<file path="config.mk">
export PLATFORM = sky130hd
export DESIGN_NAME = spd_core
export DESIGN_NICKNAME = d
export VERILOG_FILES = /design/src/common/spd_pkg.sv /design/src/hdl/spd_core.sv
export SDC_FILE = /design/constraint.sdc
export NUM_CORES = 1
export LEC_CHECK = 0
export BUFFER_PORTS_ARGS = -buffer_cell sky130_fd_sc_hd__buf_2
export CAP_MARGIN = 20
export CORE_MARGIN = 3
export CORE_UTILIZATION = 47
export DETAILED_ROUTE_END_ITERATION = 8
export PLACE_DENSITY = 0.85
export SYNTH_ARGS = -nofsm -noshare
export SYNTH_HDL_FRONTEND = slang
export SYNTH_SLANG_ARGS = --single-unit
export TNS_END_PERCENT = 5
</file>
<file path="constraint.sdc">
create_clock -name clk_i -period 2.1 [get_ports clk_i]
set_input_delay 0.315 -clock clk_i [delete_from_list [all_inputs] [get_ports clk_i]]
set_output_delay 0.315 -clock clk_i [all_outputs]
set_load 0.005 [all_outputs]
</file>
<file path="src/common/spd_pkg.sv">
/*
  Constants for the stepper phase/current decode block: register map,
  field layout, reset values and current-level encoding.
  Assumes a 32-bit classic Wishbone slave with word-aligned registers.
*/
package spd_pkg;
  // register byte offsets
  localparam logic [7:0] SPD_OFF_CTRL = 8'h00;
  localparam logic [7:0] SPD_OFF_STAT = 8'h04;
  localparam logic [7:0] SPD_OFF_IRQ_STAT = 8'h08;
  localparam logic [7:0] SPD_OFF_IRQ_CLR = 8'h0C;
  localparam logic [7:0] SPD_OFF_IRQ_EN = 8'h10;
  localparam logic [7:0] SPD_OFF_LEVEL = 8'h14;

  // control fields
  localparam int SPD_CTRL_STANDBY_BIT = 0;
  localparam logic [31:0] SPD_CTRL_RST = 32'h0000_0000;

  // status fields
  localparam int SPD_ST_THERM_BIT = 0;
  localparam int SPD_ST_OVERCUR_BIT = 1;
  localparam int SPD_ST_POR_BIT = 2;
  localparam int SPD_ST_RUN_BIT = 3;
  localparam int SPD_ST_A_ON_BIT = 4;
  localparam int SPD_ST_B_ON_BIT = 5;

  // interrupt event bits
  localparam int SPD_IRQ_W = 3;
  localparam int SPD_IRQ_THERM_BIT = 0;
  localparam int SPD_IRQ_OVERCUR_BIT = 1;
  localparam int SPD_IRQ_POR_BIT = 2;
  localparam logic [SPD_IRQ_W-1:0] SPD_IRQ_RST = 3'h0;

  // level register fields: 2 bits per channel
  localparam int SPD_LVL_A_LSB = 0;
  localparam int SPD_LVL_B_LSB = 2;

  // input synchroniser depth
  localparam int SPD_SYNC_STAGES = 3;

  typedef enum logic [1:0] {
    SPD_LVL_OFF  = 2'b00,
    SPD_LVL_38   = 2'b01,
    SPD_LVL_71   = 2'b10,
    SPD_LVL_FULL = 2'b11
  } spd_level_e;

  localparam logic [31:0] SPD_RD_ZERO = 32'h0000_0000;
endpackage : spd_pkg

</file>
<file path="src/hdl/spd_core.sv">
/*
  Stepper phase/current decode: per-channel bridge polarity and current
  level, standby gating, thermal and overcurrent latches, power-on hold-off,
  plus a classic Wishbone register slave with a sticky interrupt.
  Assumes pin inputs asynchronous to clk_i; single 100 MHz clock.
*/
// Chosen here: the Wishbone interface to the registers and the register offsets.
// Summary of operation
// level pins: 11 full, 10 is 71 percent, 01 is 38 percent, 00 off.
// both level pins low puts that channel's bridge in high impedance.
// direction high drives positive high, negative low; low reverses it.
// standby low stops the chop oscillator and disables every output.
// controller applies direction and level only once motor supply is up.
// thermal indication turns all outputs off and latches that state.
// thermal latch clears only by power cycle or standby high-low-high.
// outputs forced off while the supply monitor reports undervoltage.
// overcurrent indication forces outputs off and holds that state.
// overcurrent latch clears only by standby high-low-high or power cycle.
// while overcurrent latched, behave as standby: oscillator and outputs stopped.
// standby rising edge after low clears both fault latches together.
`timescale 1ns/100ps
module spd_core
  import spd_pkg::*;
(
  input wire logic clk_i,
  input wire logic rst_i,
  // pins from controller and analog monitors
  input wire logic chan_a_dir_i,
  input wire logic chan_a_level_sel_hi_i,
  input wire logic chan_a_level_sel_lo_i,
  input wire logic chan_b_dir_i,
  input wire logic chan_b_level_sel_hi_i,
  input wire logic chan_b_level_sel_lo_i,
  input wire logic standby_n_i,
  input wire logic therm_trip_i,
  input wire logic overcur_trip_i,
  input wire logic supply_low_i,
  // bridge drives, with enables for high impedance
  output logic chan_a_pos_out_o,
  output logic chan_a_neg_out_o,
  output logic chan_a_oe_o,
  output logic chan_b_pos_out_o,
  output logic chan_b_neg_out_o,
  output logic chan_b_oe_o,
  output logic [1:0] chan_a_level_o,
  output logic [1:0] chan_b_level_o,
  output logic chop_oscillator_en_o,
  output logic irq_o,
  // classic wishbone slave
  input wire logic wb_cyc_i,
  input wire logic wb_stb_i,
  input wire logic wb_we_i,
  input wire logic [7:0] wb_adr_i,
  input wire logic [3:0] wb_sel_i,
  input wire logic [31:0] wb_dat_i,
  output logic [31:0] wb_dat_o,
  output logic wb_ack_o
);

  localparam int NPIN = 10;

  function automatic spd_level_e level_decode(input logic hi, input logic lo);
    level_decode = spd_level_e'({hi, lo});
  endfunction : level_decode

  // three-stage synchronisers, change accepted when stages 2 and 3 agree
  logic [NPIN-1:0] raw_pins;
  logic [NPIN-1:0] sync1_ff;
  logic [NPIN-1:0] sync2_ff;
  logic [NPIN-1:0] sync3_ff;
  logic [NPIN-1:0] pin_ff;
  logic [NPIN-1:0] nxt_pin;

  assign raw_pins = {supply_low_i, overcur_trip_i, therm_trip_i, standby_n_i,
                     chan_b_level_sel_lo_i, chan_b_level_sel_hi_i, chan_b_dir_i,
                     chan_a_level_sel_lo_i, chan_a_level_sel_hi_i, chan_a_dir_i};

  always_ff @(posedge clk_i) begin
    if (rst_i) begin
      sync1_ff <= '0;
      sync2_ff <= '0;
      sync3_ff <= '0;
    end else begin
      sync1_ff <= raw_pins;
      sync2_ff <= sync1_ff;
      sync3_ff <= sync2_ff;
    end
  end

  always_comb begin
    for (int i = 0; i < NPIN; i++) begin
      nxt_pin[i] = (sync2_ff[i] == sync3_ff[i]) ? sync3_ff[i] : pin_ff[i];
    end
  end

  // supply-low resets asserted, but the zeroed synchroniser stages clear it on the first cycle after reset
  always_ff @(posedge clk_i) begin
    if (rst_i) begin
      pin_ff <= {1'b1, {(NPIN-1){1'b0}}};
    end else begin
      pin_ff <= nxt_pin;
    end
  end

  logic a_dir;
  logic b_dir;
  logic stby_n;
  logic therm_in;
  logic ocur_in;
  logic sup_low;
  spd_level_e a_lvl;
  spd_level_e b_lvl;

  assign a_dir = pin_ff[0];
  assign b_dir = pin_ff[3];
  assign stby_n = pin_ff[6];
  assign therm_in = pin_ff[7];
  assign ocur_in = pin_ff[8];
  assign sup_low = pin_ff[9];
  assign a_lvl = level_decode(pin_ff[1], pin_ff[2]);
  assign b_lvl = level_decode(pin_ff[4], pin_ff[5]);

  // software standby; the block runs only when pin and register both say run
  logic [31:0] ctrl_ff;
  logic stby_eff;
  logic stby_eff_d_ff;
  logic stby_release;

  assign stby_eff = stby_n & ctrl_ff[SPD_CTRL_STANDBY_BIT];

  always_ff @(posedge clk_i) begin
    if (rst_i) begin
      stby_eff_d_ff <= 1'b0;
    end else begin
      stby_eff_d_ff <= stby_eff;
    end
  end

  assign stby_release = stby_eff & ~stby_eff_d_ff;

  // fault latches; the trip input wins over the release edge
  logic thermal_trip_latch_ff;
  logic overcurrent_latch_ff;

  always_ff @(posedge clk_i) begin
    if (rst_i) begin
      thermal_trip_latch_ff <= 1'b0;
    end else if (therm_in) begin
      thermal_trip_latch_ff <= 1'b1;
    end else if (stby_release) begin
      thermal_trip_latch_ff <= 1'b0;
    end
  end

  always_ff @(posedge clk_i) begin
    if (rst_i) begin
      overcurrent_latch_ff <= 1'b0;
    end else if (ocur_in) begin
      overcurrent_latch_ff <= 1'b1;
    end else if (stby_release) begin
      overcurrent_latch_ff <= 1'b0;
    end
  end

  logic run;
  logic a_on;
  logic b_on;

  assign run = stby_eff & ~overcurrent_latch_ff & ~thermal_trip_latch_ff & ~sup_low;
  assign a_on = run & (a_lvl != SPD_LVL_OFF);
  assign b_on = run & (b_lvl != SPD_LVL_OFF);

  // registered bridge outputs
  always_ff @(posedge clk_i) begin
    if (rst_i) begin
      chan_a_pos_out_o <= 1'b0;
      chan_a_neg_out_o <= 1'b0;
      chan_a_oe_o <= 1'b0;
      chan_a_level_o <= SPD_LVL_OFF;
    end else begin
      chan_a_oe_o <= a_on;
      chan_a_pos_out_o <= a_on & a_dir;
      chan_a_neg_out_o <= a_on & ~a_dir;
      chan_a_level_o <= a_on ? a_lvl : SPD_LVL_OFF;
    end
  end

  always_ff @(posedge clk_i) begin
    if (rst_i) begin
      chan_b_pos_out_o <= 1'b0;
      chan_b_neg_out_o <= 1'b0;
      chan_b_oe_o <= 1'b0;
      chan_b_level_o <= SPD_LVL_OFF;
    end else begin
      chan_b_oe_o <= b_on;
      chan_b_pos_out_o <= b_on & b_dir;
      chan_b_neg_out_o <= b_on & ~b_dir;
      chan_b_level_o <= b_on ? b_lvl : SPD_LVL_OFF;
    end
  end

  always_ff @(posedge clk_i) begin
    if (rst_i) begin
      chop_oscillator_en_o <= 1'b0;
    end else begin
      chop_oscillator_en_o <= run;
    end
  end

  // interrupts: rising edges of the fault conditions
  logic therm_d_ff;
  logic ocur_d_ff;
  logic por_d_ff;
  logic [SPD_IRQ_W-1:0] irq_evt;
  logic [SPD_IRQ_W-1:0] irq_stat_ff;
  logic [SPD_IRQ_W-1:0] irq_en_ff;
  logic [SPD_IRQ_W-1:0] irq_clr;

  always_ff @(posedge clk_i) begin
    if (rst_i) begin
      therm_d_ff <= 1'b0;
      ocur_d_ff <= 1'b0;
      por_d_ff <= 1'b1;
    end else begin
      therm_d_ff <= thermal_trip_latch_ff;
      ocur_d_ff <= overcurrent_latch_ff;
      por_d_ff <= sup_low;
    end
  end

  always_comb begin
    irq_evt = SPD_IRQ_RST;
    irq_evt[SPD_IRQ_THERM_BIT] = thermal_trip_latch_ff & ~therm_d_ff;
    irq_evt[SPD_IRQ_OVERCUR_BIT] = overcurrent_latch_ff & ~ocur_d_ff;
    irq_evt[SPD_IRQ_POR_BIT] = sup_low & ~por_d_ff;
  end

  // wishbone decode, single-cycle answer, ack dropped after one cycle
  logic wb_req;
  logic wb_wr;
  logic wb_wr_b0;

  assign wb_req = wb_cyc_i & wb_stb_i & ~wb_ack_o;
  assign wb_wr = wb_req & wb_we_i;
  assign wb_wr_b0 = wb_wr & wb_sel_i[0];

  always_comb begin
    irq_clr = SPD_IRQ_RST;
    if (wb_wr_b0 && wb_adr_i == SPD_OFF_IRQ_CLR) begin
      irq_clr = wb_dat_i[SPD_IRQ_W-1:0];
    end
  end

  // set wins over clear
  always_ff @(posedge clk_i) begin
    if (rst_i) begin
      irq_stat_ff <= SPD_IRQ_RST;
    end else begin
      irq_stat_ff <= (irq_stat_ff & ~irq_clr) | irq_evt;
    end
  end

  always_ff @(posedge clk_i) begin
    if (rst_i) begin
      irq_en_ff <= SPD_IRQ_RST;
    end else if (wb_wr_b0 && wb_adr_i == SPD_OFF_IRQ_EN) begin
      irq_en_ff <= wb_dat_i[SPD_IRQ_W-1:0];
    end
  end

  assign irq_o = |(irq_stat_ff & irq_en_ff);

  always_ff @(posedge clk_i) begin
    if (rst_i) begin
      ctrl_ff <= SPD_CTRL_RST;
    end else if (wb_wr_b0 && wb_adr_i == SPD_OFF_CTRL) begin
      ctrl_ff <= {31'h0000_0000, wb_dat_i[SPD_CTRL_STANDBY_BIT]};
    end
  end

  logic [31:0] rd_data;

  always_comb begin
    rd_data = SPD_RD_ZERO;
    case (wb_adr_i)
      SPD_OFF_CTRL: rd_data = ctrl_ff;
      SPD_OFF_STAT: begin
        rd_data[SPD_ST_THERM_BIT] = thermal_trip_latch_ff;
        rd_data[SPD_ST_OVERCUR_BIT] = overcurrent_latch_ff;
        rd_data[SPD_ST_POR_BIT] = sup_low;
        rd_data[SPD_ST_RUN_BIT] = run;
        rd_data[SPD_ST_A_ON_BIT] = a_on;
        rd_data[SPD_ST_B_ON_BIT] = b_on;
      end
      SPD_OFF_IRQ_STAT: rd_data[SPD_IRQ_W-1:0] = irq_stat_ff;
      SPD_OFF_IRQ_EN: rd_data[SPD_IRQ_W-1:0] = irq_en_ff;
      SPD_OFF_LEVEL: begin
        rd_data[SPD_LVL_A_LSB +: 2] = a_lvl;
        rd_data[SPD_LVL_B_LSB +: 2] = b_lvl;
      end
      default: rd_data = SPD_RD_ZERO;
    endcase
  end

  always_ff @(posedge clk_i) begin
    if (rst_i) begin
      wb_ack_o <= 1'b0;
      wb_dat_o <= SPD_RD_ZERO;
    end else begin
      wb_ack_o <= wb_req;
      wb_dat_o <= (wb_req && !wb_we_i) ? rd_data : SPD_RD_ZERO;
    end
  end

endmodule : spd_core

</file>
==> metrics, run 1 <==
setup TNS 0 ns; setup slack of the critical path after layout around 0.55 ns; CTS HTree Levels 3; initial drt markers 78; count of different cell masters after synthesis 36; count of synthesis-stage warnings from yosys 0; routed vias/inst ~4.6; global route overflow 0; count of pins over their slew limit 0; initial antenna violation count 0; share of Yosys cell area claimed by the top area cell type a little under three fifths; Largest delay share family, worst path compound AO/OA/AOI/OAI gates; routed len/inst 11.35 um; clock transition at the register clock pins on the worst setup and hold paths after CTS around 0.07 ns; sequential element share of the synthesized area a little under three fifths; Max Cap Violations 0; sw frac roughly 22%; net switching power of the design 0.5706 mW; Detailed Route WL between 4000 and 5000 um; Syn Std Cell Area between 0.002 and 0.003 sq mm; data required time of the critical path 1.78 ns; DRC violation count after routing 0; clock root buffer sky130_fd_sc_hd__clkbuf_8; most instantiated flip-flop cell in the synthesis netlist sky130_fd_sc_hd__dfxtp_1; Setup Skew about 0.0074 ns; Post CTS Setup Buffer Count 0; Clock Path Buffers 2; Port Buf Inserts between 40 and 50; Layout Area Growth over Synthesis 14.74%; largest net degree at the start of global routing 42; outcome completed; filler instances 475; critical path, cell by cell a222oi_1 -> inv_1 -> buf_2; leakage component of the power between 1 and 1.5 nW; post-route fraction of the period consumed by the critical path approximately three quarters; PwrDens around 870 mW/mm^2; share of total power in sequential cells 54.7%; vias in the first global route between 1.5k and 2k; critical path's largest stage delay between 0.3 and 0.4 ns; Sink Count 71; cells resized by post-CTS repair 0; GRT Util Overall between 10 and 15%; wire length of the first global-routing pass 6824 um; proportion of power drawn by the clock network between 40% and 50%; post-DP HPWL 2915 um; length of the first detailed-routing pass in iterations 4; area of the die ~0.0063 sq mm; Slowest cell on crit path sky130_fd_sc_hd__a222oi_1; worst setup slack for register-to-register paths around 0.55 ns; startpoint type of the worst setup path flip-flop; register bit count reported by yosys 71; combined buffer and inverter count along the critical path 2; Starting Density about half; Final Setup Violations 0; critical setup path kind flip-flop to output pin; maximum ir drop on the vdd rail ~0.36 mV; number of nets with antenna violations after routing 0; placer congestion estimate 0.9204; fraction of layout instances using a drive strength above 1 a little under a quarter; Final Hold Viols 0; count of flip-flops with a built-in enable after synthesis 0; data arrival time of the critical path about 1.2 ns; gate count after technology mapping around 250; top-level port count about 100; Post-synth ARST share 0%; number of nets in the finished design 360; clock insertion delay at the later pin of the skew report ~0.34 ns; Internal Power 1.967 mW; clock tree from TritonCTS yes; maximum fanout along the worst path 3; top cells by area, synth sky130_fd_sc_hd__dfxtp_1 (56%), sky130_fd_sc_hd__nor2b_1 (8.1%), sky130_fd_sc_hd__buf_4 (7.7%); standard-cell row count 26; TritonCTS buffer count 9; Gate power share approximately 4.0%; vias after detailed routing between 1.5k and 2k; RSZ-0062 raised after global routing no; vertical extent of the die 79.50 um; core region area between 0.005 and 0.006 sq mm; Avg Synthesized Cell Area between 9 and 10 sq um; timing-limited maximum frequency between 600 and 700 MHz; worst setup slack before clock tree synthesis between 0.3 and 0.4 ns; Min Clock Period, post-route 1.553 ns; largest area contributor in the netlist sky130_fd_sc_hd__dfxtp_1; path type of the worst min-delay path input pin to flip-flop; Antenna Cells 0; element type at the critical path end output pin; count of hold-fix buffers inserted at cts 0; Die Width 79.50 um
==> synth_stat cells, types with 2 or more instances <==
cell type	count
sky130_fd_sc_hd__inv_1	4
sky130_fd_sc_hd__o21ai_0	13
sky130_fd_sc_hd__clkbuf_1	7
sky130_fd_sc_hd__o21ai_1	3
sky130_fd_sc_hd__and2_1	4
sky130_fd_sc_hd__and3_1	2
sky130_fd_sc_hd__nand4b_1	3
sky130_fd_sc_hd__a22o_1	3
sky130_fd_sc_hd__nor3b_1	2
sky130_fd_sc_hd__nand3_1	4
sky130_fd_sc_hd__or2_2	3
sky130_fd_sc_hd__nand2_1	12
sky130_fd_sc_hd__buf_4	26
sky130_fd_sc_hd__a21oi_1	16
sky130_fd_sc_hd__nor3_1	5
sky130_fd_sc_hd__nor2b_1	33
sky130_fd_sc_hd__or4_4	2
sky130_fd_sc_hd__dfxtp_1	71
sky130_fd_sc_hd__nor2_1	15
sky130_fd_sc_hd__mux2i_1	7
sky130_fd_sc_hd__nand2b_1	4
==> metal layers <==
metal,track usage (%),part of all wire (%),vias to the layer above
li1,-,-,886
met1,16.74,43,763
met2,21.54,45,83
met3,7.111,9.5,7
met4,8.935,2.4,0
met5,0,0,-
==> area by class of cell <==
cell class | instances | area, sq um | area share (%)
Multi-Input combinational cell | 168 | 955.9 | 32.82
Inverter | 5 | 18.77 | 0.6443
Timing Repair Buffer | 46 | 232.7 | 7.990
Clock inverter | 7 | 72.57 | 2.491
Clock buffer | 9 | 123.9 | 4.253
Sequential cell | 71 | 1421 | 48.80
Tap cell | 70 | 87.58 | 3.007
==> worst register-to-register path: cells and delay by family, from the launching register on <==
family / cells / cell delay, ns
buf+inv: 1 / 0.11
flops: 1 / 0.36
simple gates: 3 / 1.03
==> cells in the final DEF, fill, tap and decap left out, drive strengths merged, types with 2 or more instances in the layout <==
cell type,instances
buf,46
and3,2
clkinvlp,2
or3,2
conb,26
nor3,5
a22o,3
or4,2
clkinv,3
nor4,2
clkbuf,9
inv,6
dfxtp,71
mux2i,7
and2,4
nand4b,3
nor2b,33
o21ai,16
nand3,4
nand2,12
nor2,15
or2,4
a21oi,16
nand2b,4
nor3b,2
==> metrics by stage <==
step	power, mW	area, sq um	cells	utilization [%]	hold slack, ns
2_1_floorplan	1.514	2633	279	-	0.4138
6_report	2.537	2913	376	56.31	0.1827
5_1_grt	2.655	2913	376	56.31	0.1679
4_1_cts	2.570	2913	376	56.31	0.1650
3_5_place_dp	1.519	2716	360	52.52	0.4204
3_3_place_gp	1.515	2716	360	52.52	0.4178
==> state kept, by name, summed over array words and instances, names as in the netlist, 2 cells and up <==
name	cells
pin_ff	10
sync1_ff	10
sync2_ff	10
sync3_ff	10
wb_dat_o	6
irq_en_ff	3
irq_stat_ff	3
chan_a_level_o	2
chan_b_level_o	2
==> power by group through the flow <==
stage / clock network [mW] / logic (mW) / registers [mW]
final: 1.05 / 0.103 / 1.39
after global routing: 1.15 / 0.114 / 1.39
after CTS: 1.08 / 0.101 / 1.39
after detailed placement: 0 / 0.101 / 1.42
after global placement: 0 / 0.0983 / 1.42
after floorplan: 0 / 0.100 / 1.41
==> final timing paths <==
kind / startpoint / end / cells past startpoint
worst min-delay path: chan_a_level_sel_hi_i / sync1_ff[1]$_SDFF_PP0_ / 2
worst max-delay path: irq_stat_ff[0]$_SDFF_PP0_ / irq_o / 3
worst min register to register: sync1_ff[5]$_SDFF_PP0_ / sync2_ff[5]$_SDFF_PP0_ / 1
worst max register to register: overcurrent_latch_ff$_SDFFE_PP0P_ / chan_b_level_o[0]$_SDFF_PP0_ / 4
==> cell families (layout without fill, tap and decap cells) <==
family | count (synthesis) | in the layout | synth area share [%]
other | 1 | 26 | 0.1477
flip-flops | 71 | 71 | 55.99
buffers and inverters | 40 | 67 | 10.05
AND/OR/NAND/NOR | 96 | 96 | 22.28
AO/OA/AOI/OAI | 39 | 39 | 8.773
multiplexers | 7 | 7 | 2.760
Power figures use the tool's default switching activity.
==> run 2, diff against run 1 <==
CORE_UTILIZATION = 43   (was 47)
PLACE_DENSITY = 0.82   (was 0.85)
clock period = 1.3 ns   (was 2.1 ns; I/O delays follow)
==> metrics, run 2 (synthesis gave the netlist of run 1 again) <==
Max Cap Violations 0 (unchanged); data required time of the critical path 1.53 ns (-0.25 ns); vias in the first global route 1673 (+7.2%); Post-Layout Inst Area 0.003209 sq mm (+10%); cell count after placement 377 (+4.7%); TritonCTS buffer count 9 (unchanged); post-DP HPWL 3146 um (+7.9%); fraction of layout instances using a drive strength above 1 31.89% (+8.7 points); commonest non-fill, non-tap cells in the layout sky130_fd_sc_hd__dfxtp_1 (66), sky130_fd_sc_hd__buf_2 (45), sky130_fd_sc_hd__nor2b_1 (33), sky130_fd_sc_hd__conb_1 (26), sky130_fd_sc_hd__buf_4 (18); PwrDens 1536 mW/mm^2 (+76%); Final Setup Violations 23 (+23); setup slack of the critical path after layout -0.1339 ns (-0.6805 ns); start of the worst register-to-register path wb_ack_o$_SDFF_PP0_; Starting Density 45.27% (-3.8 points); Detailed Route WL 4699 um (+10%); worst setup slack for register-to-register paths -0.13 ns (-0.68 ns); routed len/inst 11.90 um (+4.8%); data arrival time of the critical path 1.66 ns (+0.42 ns); length of the first detailed-routing pass in iterations 4 (unchanged); clock root buffer sky130_fd_sc_hd__clkbuf_8; violated checks setup timing; Setup Skew 0.006117 ns (-0.001252 ns); outcome complete, but fails checks; area of the die 0.006862 sq mm (+8.6%); initial drt markers 107 (+37%); Min Clock Period, post-route between 1 and 1.5 ns; GRT Util Overall 13.97% (-0.58 points); filler instances 498 (+4.8%); number of nets in the finished design 377 (+4.7%); Final Hold Viols 0 (unchanged); leakage component of the power 1.380 nW (+11%); Met1 Routed Length 2019 um (+9.5%); post-placement cell area 0.002831 sq mm (+4.2%); most frequent standard cell in the layout excluding fill and tap cells sky130_fd_sc_hd__dfxtp_1; routed vias/inst 4.671 (+0.99%); CTS HTree Levels 3 (unchanged); worst setup slack before clock tree synthesis -0.2972 ns (-0.6504 ns); clock transition at the register clock pins on the worst setup and hold paths after CTS 0.07 ns (about the same); RSZ-0062 raised after global routing yes; Clock Path Buffers 2 (unchanged); Layout Area Growth over Synthesis 26.42%; path depth of the worst reg2reg path 4 (unchanged); startpoint type of the worst setup path flip-flop; placer congestion estimate 0.8454 (-8.1%); largest net degree at the start of global routing 37 (-12%); core region area 0.005608 sq mm (+8.4%); maximum ir drop on the vdd rail 0.7690 mV (+110%); element type at the critical path end flip-flop; top-level port count 104 (unchanged); clock insertion delay at the later pin of the skew report 0.34 ns (about the same); DRC violation count after routing 0 (unchanged); wire length of the first global-routing pass 7603 um (+11%); global route overflow 0 (unchanged); Antenna Cells 0 (unchanged); count of pins over their slew limit 0 (unchanged); timing startpoint of the critical path wb_ack_o$_SDFF_PP0_; number of nets with antenna violations after routing 0 (unchanged); clock tree from TritonCTS yes; vias after detailed routing 1845 (+6.1%); met3 routed wirelength 388 um (-4.0%); Die Width 82.84 um (+4.2%); post-route fraction of the period consumed by the critical path 110.3%; topmost layer with routed signal wires met4; Sink Count 71 (unchanged); count of hold-fix buffers inserted at cts 0 (unchanged); path type of the worst min-delay path input pin to flip-flop; initial antenna violation count 0 (unchanged); routed length on met2 2160 um (+13%); vertical extent of the die 82.84 um (+4.2%); maximum fanout along the worst path 4 (+1); end of the critical path irq_en_ff[0]$_SDFFE_PP0P_; Port Buf Inserts 45 (unchanged); final core utilization 57.23% (+0.92 points); standard-cell row count 27 (+3.8%); critical setup path kind flip-flop to flip-flop; endpoint of the worst-slack reg-to-reg timing path irq_en_ff[0]$_SDFFE_PP0P_; final non-filler cell total 395 (+5.1%); timing-limited maximum frequency ~700 MHz
## run 2: cell types whose count changed in the layout (fill, tap and decap cells not counted), sizes merged
cell	change
clkinv	-2
buf	+17
clkinvlp	-2
bufinv	+4
## run 2: layout make-up
type	instances	area [sq um]	area share (%)
timing repair buffer	63	360.3	11.23
sequential	71	1428	44.48
tap	72	90.09	2.807
clock inverter	7	167.7	5.224
clock buffer	9	123.9	3.860
inverter	5	21.27	0.6628
multi-input combinational	168	1018	31.73
## run 2: worst min-delay path by stage
stage | endpoint | from | cells after the start | slack (ns)
detailed placement | sync1_ff[2]$_SDFF_PP0_ | chan_a_level_sel_lo_i | 2 | 0.41
finish | sync1_ff[7]$_SDFF_PP0_ | therm_trip_i | 2 | 0.06
floorplan | sync1_ff[0]$_SDFF_PP0_ | chan_a_dir_i | 1 | 0.32
CTS | sync1_ff[2]$_SDFF_PP0_ | chan_a_level_sel_lo_i | 2 | 0.05
global placement | sync1_ff[3]$_SDFF_PP0_ | chan_b_dir_i | 2 | 0.41
global route | sync1_ff[2]$_SDFF_PP0_ | chan_a_level_sel_lo_i | 2 | 0.05
## run 2: per-layer routing
| metal | vias to the layer above | track usage, % |
|---|---|---|
| li1 | 923 | - |
| met1 | 829 | 16.79 |
| met2 | 82 | 20.77 |
| met3 | 11 | 5.159 |
| met4 | 0 | 9.361 |
| met5 | - | 0 |
## run 2: worst max-delay path, cell delays in order (launching register included)
cell and delay (ns):
sky130_fd_sc_hd__dfxtp_2 0.32, sky130_fd_sc_hd__nand3b_1 0.27, sky130_fd_sc_hd__nor4_4 0.44, sky130_fd_sc_hd__mux2i_1 0.24
sky130_fd_sc_hd__nor2_1 0.06
## run 2: through the flow
step	power, mW	hold slack, ns	setup TNS [ns]
6_report	4.930	0.06151	-1.846
2_1_floorplan	2.446	0.3232	-1.517
3_5_place_dp	2.475	0.4067	-3.413
3_3_place_gp	2.468	0.4073	-2.712
4_1_cts	4.976	0.04623	-1.857
5_1_grt	5.104	0.05486	-3.311
## run 2: power breakdown
part | internal (mW) | total, mW | switching, mW
sequential | 2.22 | 2.24 | 0.0176
clock | 1.67 | 2.49 | 0.817
combinational | 0.0913 | 0.204 | 0.112
total | 3.98 | 4.93 | 0.946
## run 2: what timing repair did
item,4_1_cts,5_1_grt
pin swaps,6,3
gates resized for setup,8,11
setup endpoints to repair,22,25
buffers inserted,1,1
==> run 3, diff against run 2 <==
ABC_AREA = 1   (was unset)
HOLD_SLACK_MARGIN = 0.03   (was unset)
==> metrics, run 3 <==
outcome completed; standard-cell row count 28 (+3.7%); share of Yosys cell area claimed by the top area cell type 53.03% (-3.0 points); vertical extent of the die 84.95 um (+2.5%); Starting Density 44.74% (-0.53 points); count of synthesis-stage warnings from yosys 0 (unchanged); proportion of power drawn by the clock network 37.6% (-13 points); most instantiated flip-flop cell in the synthesis netlist sky130_fd_sc_hd__dfxtp_1; Post CTS Setup Buffer Count 0 (-1); sequential element share of the synthesized area 53.03% (-3.0 points); number of nets with antenna violations after routing 0 (unchanged); wire length of the first global-routing pass 7893 um (+3.8%); count of hold-fix buffers inserted at cts 0 (unchanged); critical path, cell by cell inv_1 -> nand3_1 -> nor3_4 -> o21ai_1 -> nor2_1; CTS HTree Levels 3 (unchanged); Slowest cell on crit path sky130_fd_sc_hd__dfxtp_1; post-placement cell area 0.002885 sq mm (+1.9%); length of the first detailed-routing pass in iterations 4 (unchanged); Sink Count 71 (unchanged); setup TNS 0 ns (+1.846 ns); critical path's largest stage delay 0.34 ns (-0.10 ns); sw frac 22.30% (+3.1 points); initial drt markers 96 (-10%); Levels on crit path 5 (+1); register bit count reported by yosys 71 (unchanged); Setup Skew 0.006141 ns (+0.00002339 ns); data required time of the critical path 1.57 ns (+0.04 ns); top-level port count 104 (unchanged); Max Cap Violations 0 (unchanged); largest area contributor in the netlist sky130_fd_sc_hd__dfxtp_1; Final Hold Viols 0 (unchanged); WHS Path Cells 3 (+1); share of total power in sequential cells 57.4% (+12 points); Antenna Cells 0 (unchanged); Die Width 84.95 um (+2.5%); gate count after technology mapping 325 (+28%); routed len/inst 9.792 um (-18%); core region area 0.005991 sq mm (+6.8%); path depth of the worst reg2reg path 5 (+1); vias in the first global route 1852 (+11%); Port Buf Inserts 45 (unchanged); number of nets in the finished design 435 (+15%); met2 demand-to-capacity share in global routing 22.03% (+1.3 points); net switching power of the design 0.8708 mW (-8.0%); routed vias/inst 4.272 (-8.5%); Clock Path Buffers 2 (unchanged); PwrDens 1275 mW/mm^2 (-17%); vias after detailed routing 1948 (+5.6%); Post-synth ARST share 0% (unchanged); most frequent standard cell in the layout excluding fill and tap cells sky130_fd_sc_hd__dfxtp_1; data arrival time of the critical path 1.44 ns (-0.22 ns); commonest non-fill, non-tap cells in the layout sky130_fd_sc_hd__dfxtp_1 (71), sky130_fd_sc_hd__nor2_1 (66), sky130_fd_sc_hd__inv_1 (53), sky130_fd_sc_hd__buf_2 (45), sky130_fd_sc_hd__nand2_1 (31); peak-usage layer in the global routing report met2; Gate power share 5.0% (+0.9 points); library cell with the highest instance count after synthesis sky130_fd_sc_hd__dfxtp_1; Detailed Route WL 4465 um (-5.0%); met3 usage 3.981% (-1.2 points); DRC violation count after routing 0 (unchanged); Syn Std Cell Area 0.002680 sq mm (+5.6%); path type of the worst min-delay path input pin to flip-flop; worst setup slack before clock tree synthesis 0.1159 ns (+0.4131 ns); RSZ-0062 raised after global routing no; cell count after placement 440 (+17%); critical setup path kind flip-flop to flip-flop; count of different cell masters after synthesis 23 (-36%); Min Clock Period, post-route 1.170 ns (-0.2643 ns); area of the die 0.007216 sq mm (+5.2%); GRT Util Overall 13.52% (-0.45 points); maximum ir drop on the vdd rail 0.6745 mV (-12%); clock insertion delay at the later pin of the skew report 0.33 ns (about the same); Post-Layout Inst Area 0.003062 sq mm (-4.6%); Final Setup Violations 0 (-100%); setup slack of the critical path after layout 0.1305 ns (+0.2643 ns); count of flip-flops with a built-in enable after synthesis 0 (unchanged); leakage component of the power 1.455 nW (+5.4%); top cells by area, synth sky130_fd_sc_hd__dfxtp_1 (53%), sky130_fd_sc_hd__nor2_1 (9.2%), sky130_fd_sc_hd__inv_1 (7.4%); element type at the critical path end flip-flop; clock tree from TritonCTS yes; clock root buffer sky130_fd_sc_hd__clkbuf_8; ranking of synthesized cells by instance count sky130_fd_sc_hd__dfxtp_1 (71), sky130_fd_sc_hd__nor2_1 (66), sky130_fd_sc_hd__inv_1 (53); combined buffer and inverter count along the critical path 1 (+1); startpoint type of the worst setup path flip-flop; post-DP HPWL 3479 um (+11%); Largest delay share family, worst path simple AND/OR/NAND/NOR gates; Layout Area Growth over Synthesis 14.24%; final non-filler cell total 456 (+15%); initial antenna violation count 0 (unchanged); maximum fanout along the worst path 4 (unchanged); post-route fraction of the period consumed by the critical path 89.97% (-20 points); Internal Power 3.034 mW (-24%); global route overflow 0 (unchanged); TritonCTS buffer count 9 (unchanged); final core utilization 51.11% (-6.1 points); Avg Synthesized Cell Area 8.246 sq um (-17%); count of pins over their slew limit 0 (unchanged); largest net degree at the start of global routing 27 (-27%); timing-limited maximum frequency 855.0 MHz (+23%); GR Layer Usage met1 16.14% (-0.65 points); cells resized by post-CTS repair 0 (-8); clock transition at the register clock pins on the worst setup and hold paths after CTS 0.07 ns (about the same); fraction of layout instances using a drive strength above 1 21.52% (-10 points); placer congestion estimate 0.8593 (+1.6%)
==> run 3: metrics by stage <==
stage | hold slack (ns) | power (mW)
6_report | 0.06133 | 3.905
5_1_grt | 0.05637 | 4.095
4_1_cts | 0.04633 | 3.963
3_5_place_dp | 0.3928 | 2.483
3_3_place_gp | 0.3900 | 2.476
2_1_floorplan | 0.3020 | 2.465
==> run 3: layer usage <==
metal	up-vias	share of wire, %
li1	1033	-
met1	839	44
met2	72	46
met3	4	8.8
met4	0	0.78
met5	-	0
==> run 3: worst paths after layout <==
| kind | slack [ns] | from | endpoint |
|---|---|---|---|
| worst min-delay path | 0.06 | supply_low_i | sync1_ff[9]$_SDFF_PP0_ |
| worst max register to register | 0.13 | pin_ff[9]$_SDFFE_PP1N_ | chan_b_neg_out_o$_SDFF_PP0_ |
| worst min register to register | 0.40 | sync1_ff[9]$_SDFF_PP0_ | sync2_ff[9]$_SDFF_PP0_ |
| worst max-delay path | 0.13 | pin_ff[9]$_SDFFE_PP1N_ | chan_b_neg_out_o$_SDFF_PP0_ |
==> run 3: layout make-up <==
class / count / area, sq um
clock inverters: 3 / 18.77
well taps: 75 / 93.84
clock buffers: 13 / 148.9
flip-flops and latches: 71 / 1421
inverters: 55 / 207.7
fillers: 584 / 2929
multi-input cells: 192 / 930.9
repair buffers: 47 / 240.2
==> run 3: worst reg2reg max path: stages (launching register included) <==
cell	delay, ns
sky130_fd_sc_hd__dfxtp_1	0.34
sky130_fd_sc_hd__inv_1	0.10
sky130_fd_sc_hd__nand3_1	0.16
sky130_fd_sc_hd__nor3_4	0.22
sky130_fd_sc_hd__o21ai_1	0.17
sky130_fd_sc_hd__nor2_1	0.12
==> run 3: power groups by stage <==
stage	Sequential [mW]	Combinational, mW	Clock, mW
after global routing	2.24	0.228	1.62
after CTS	2.24	0.195	1.53
after global placement	2.29	0.189	0
after detailed placement	2.29	0.194	0
final	2.24	0.197	1.47
after floorplan	2.28	0.182	0
==> run 3: kinds of logic (layout without fill, tap and decap cells) <==
family	count (synthesis)	count (layout)	share of synthesized area, %
simple gates	133	133	23.95
flops	71	71	53.03
other cells	1	26	0.1399
compound gates	33	33	6.816
buf+inv	87	118	16.06
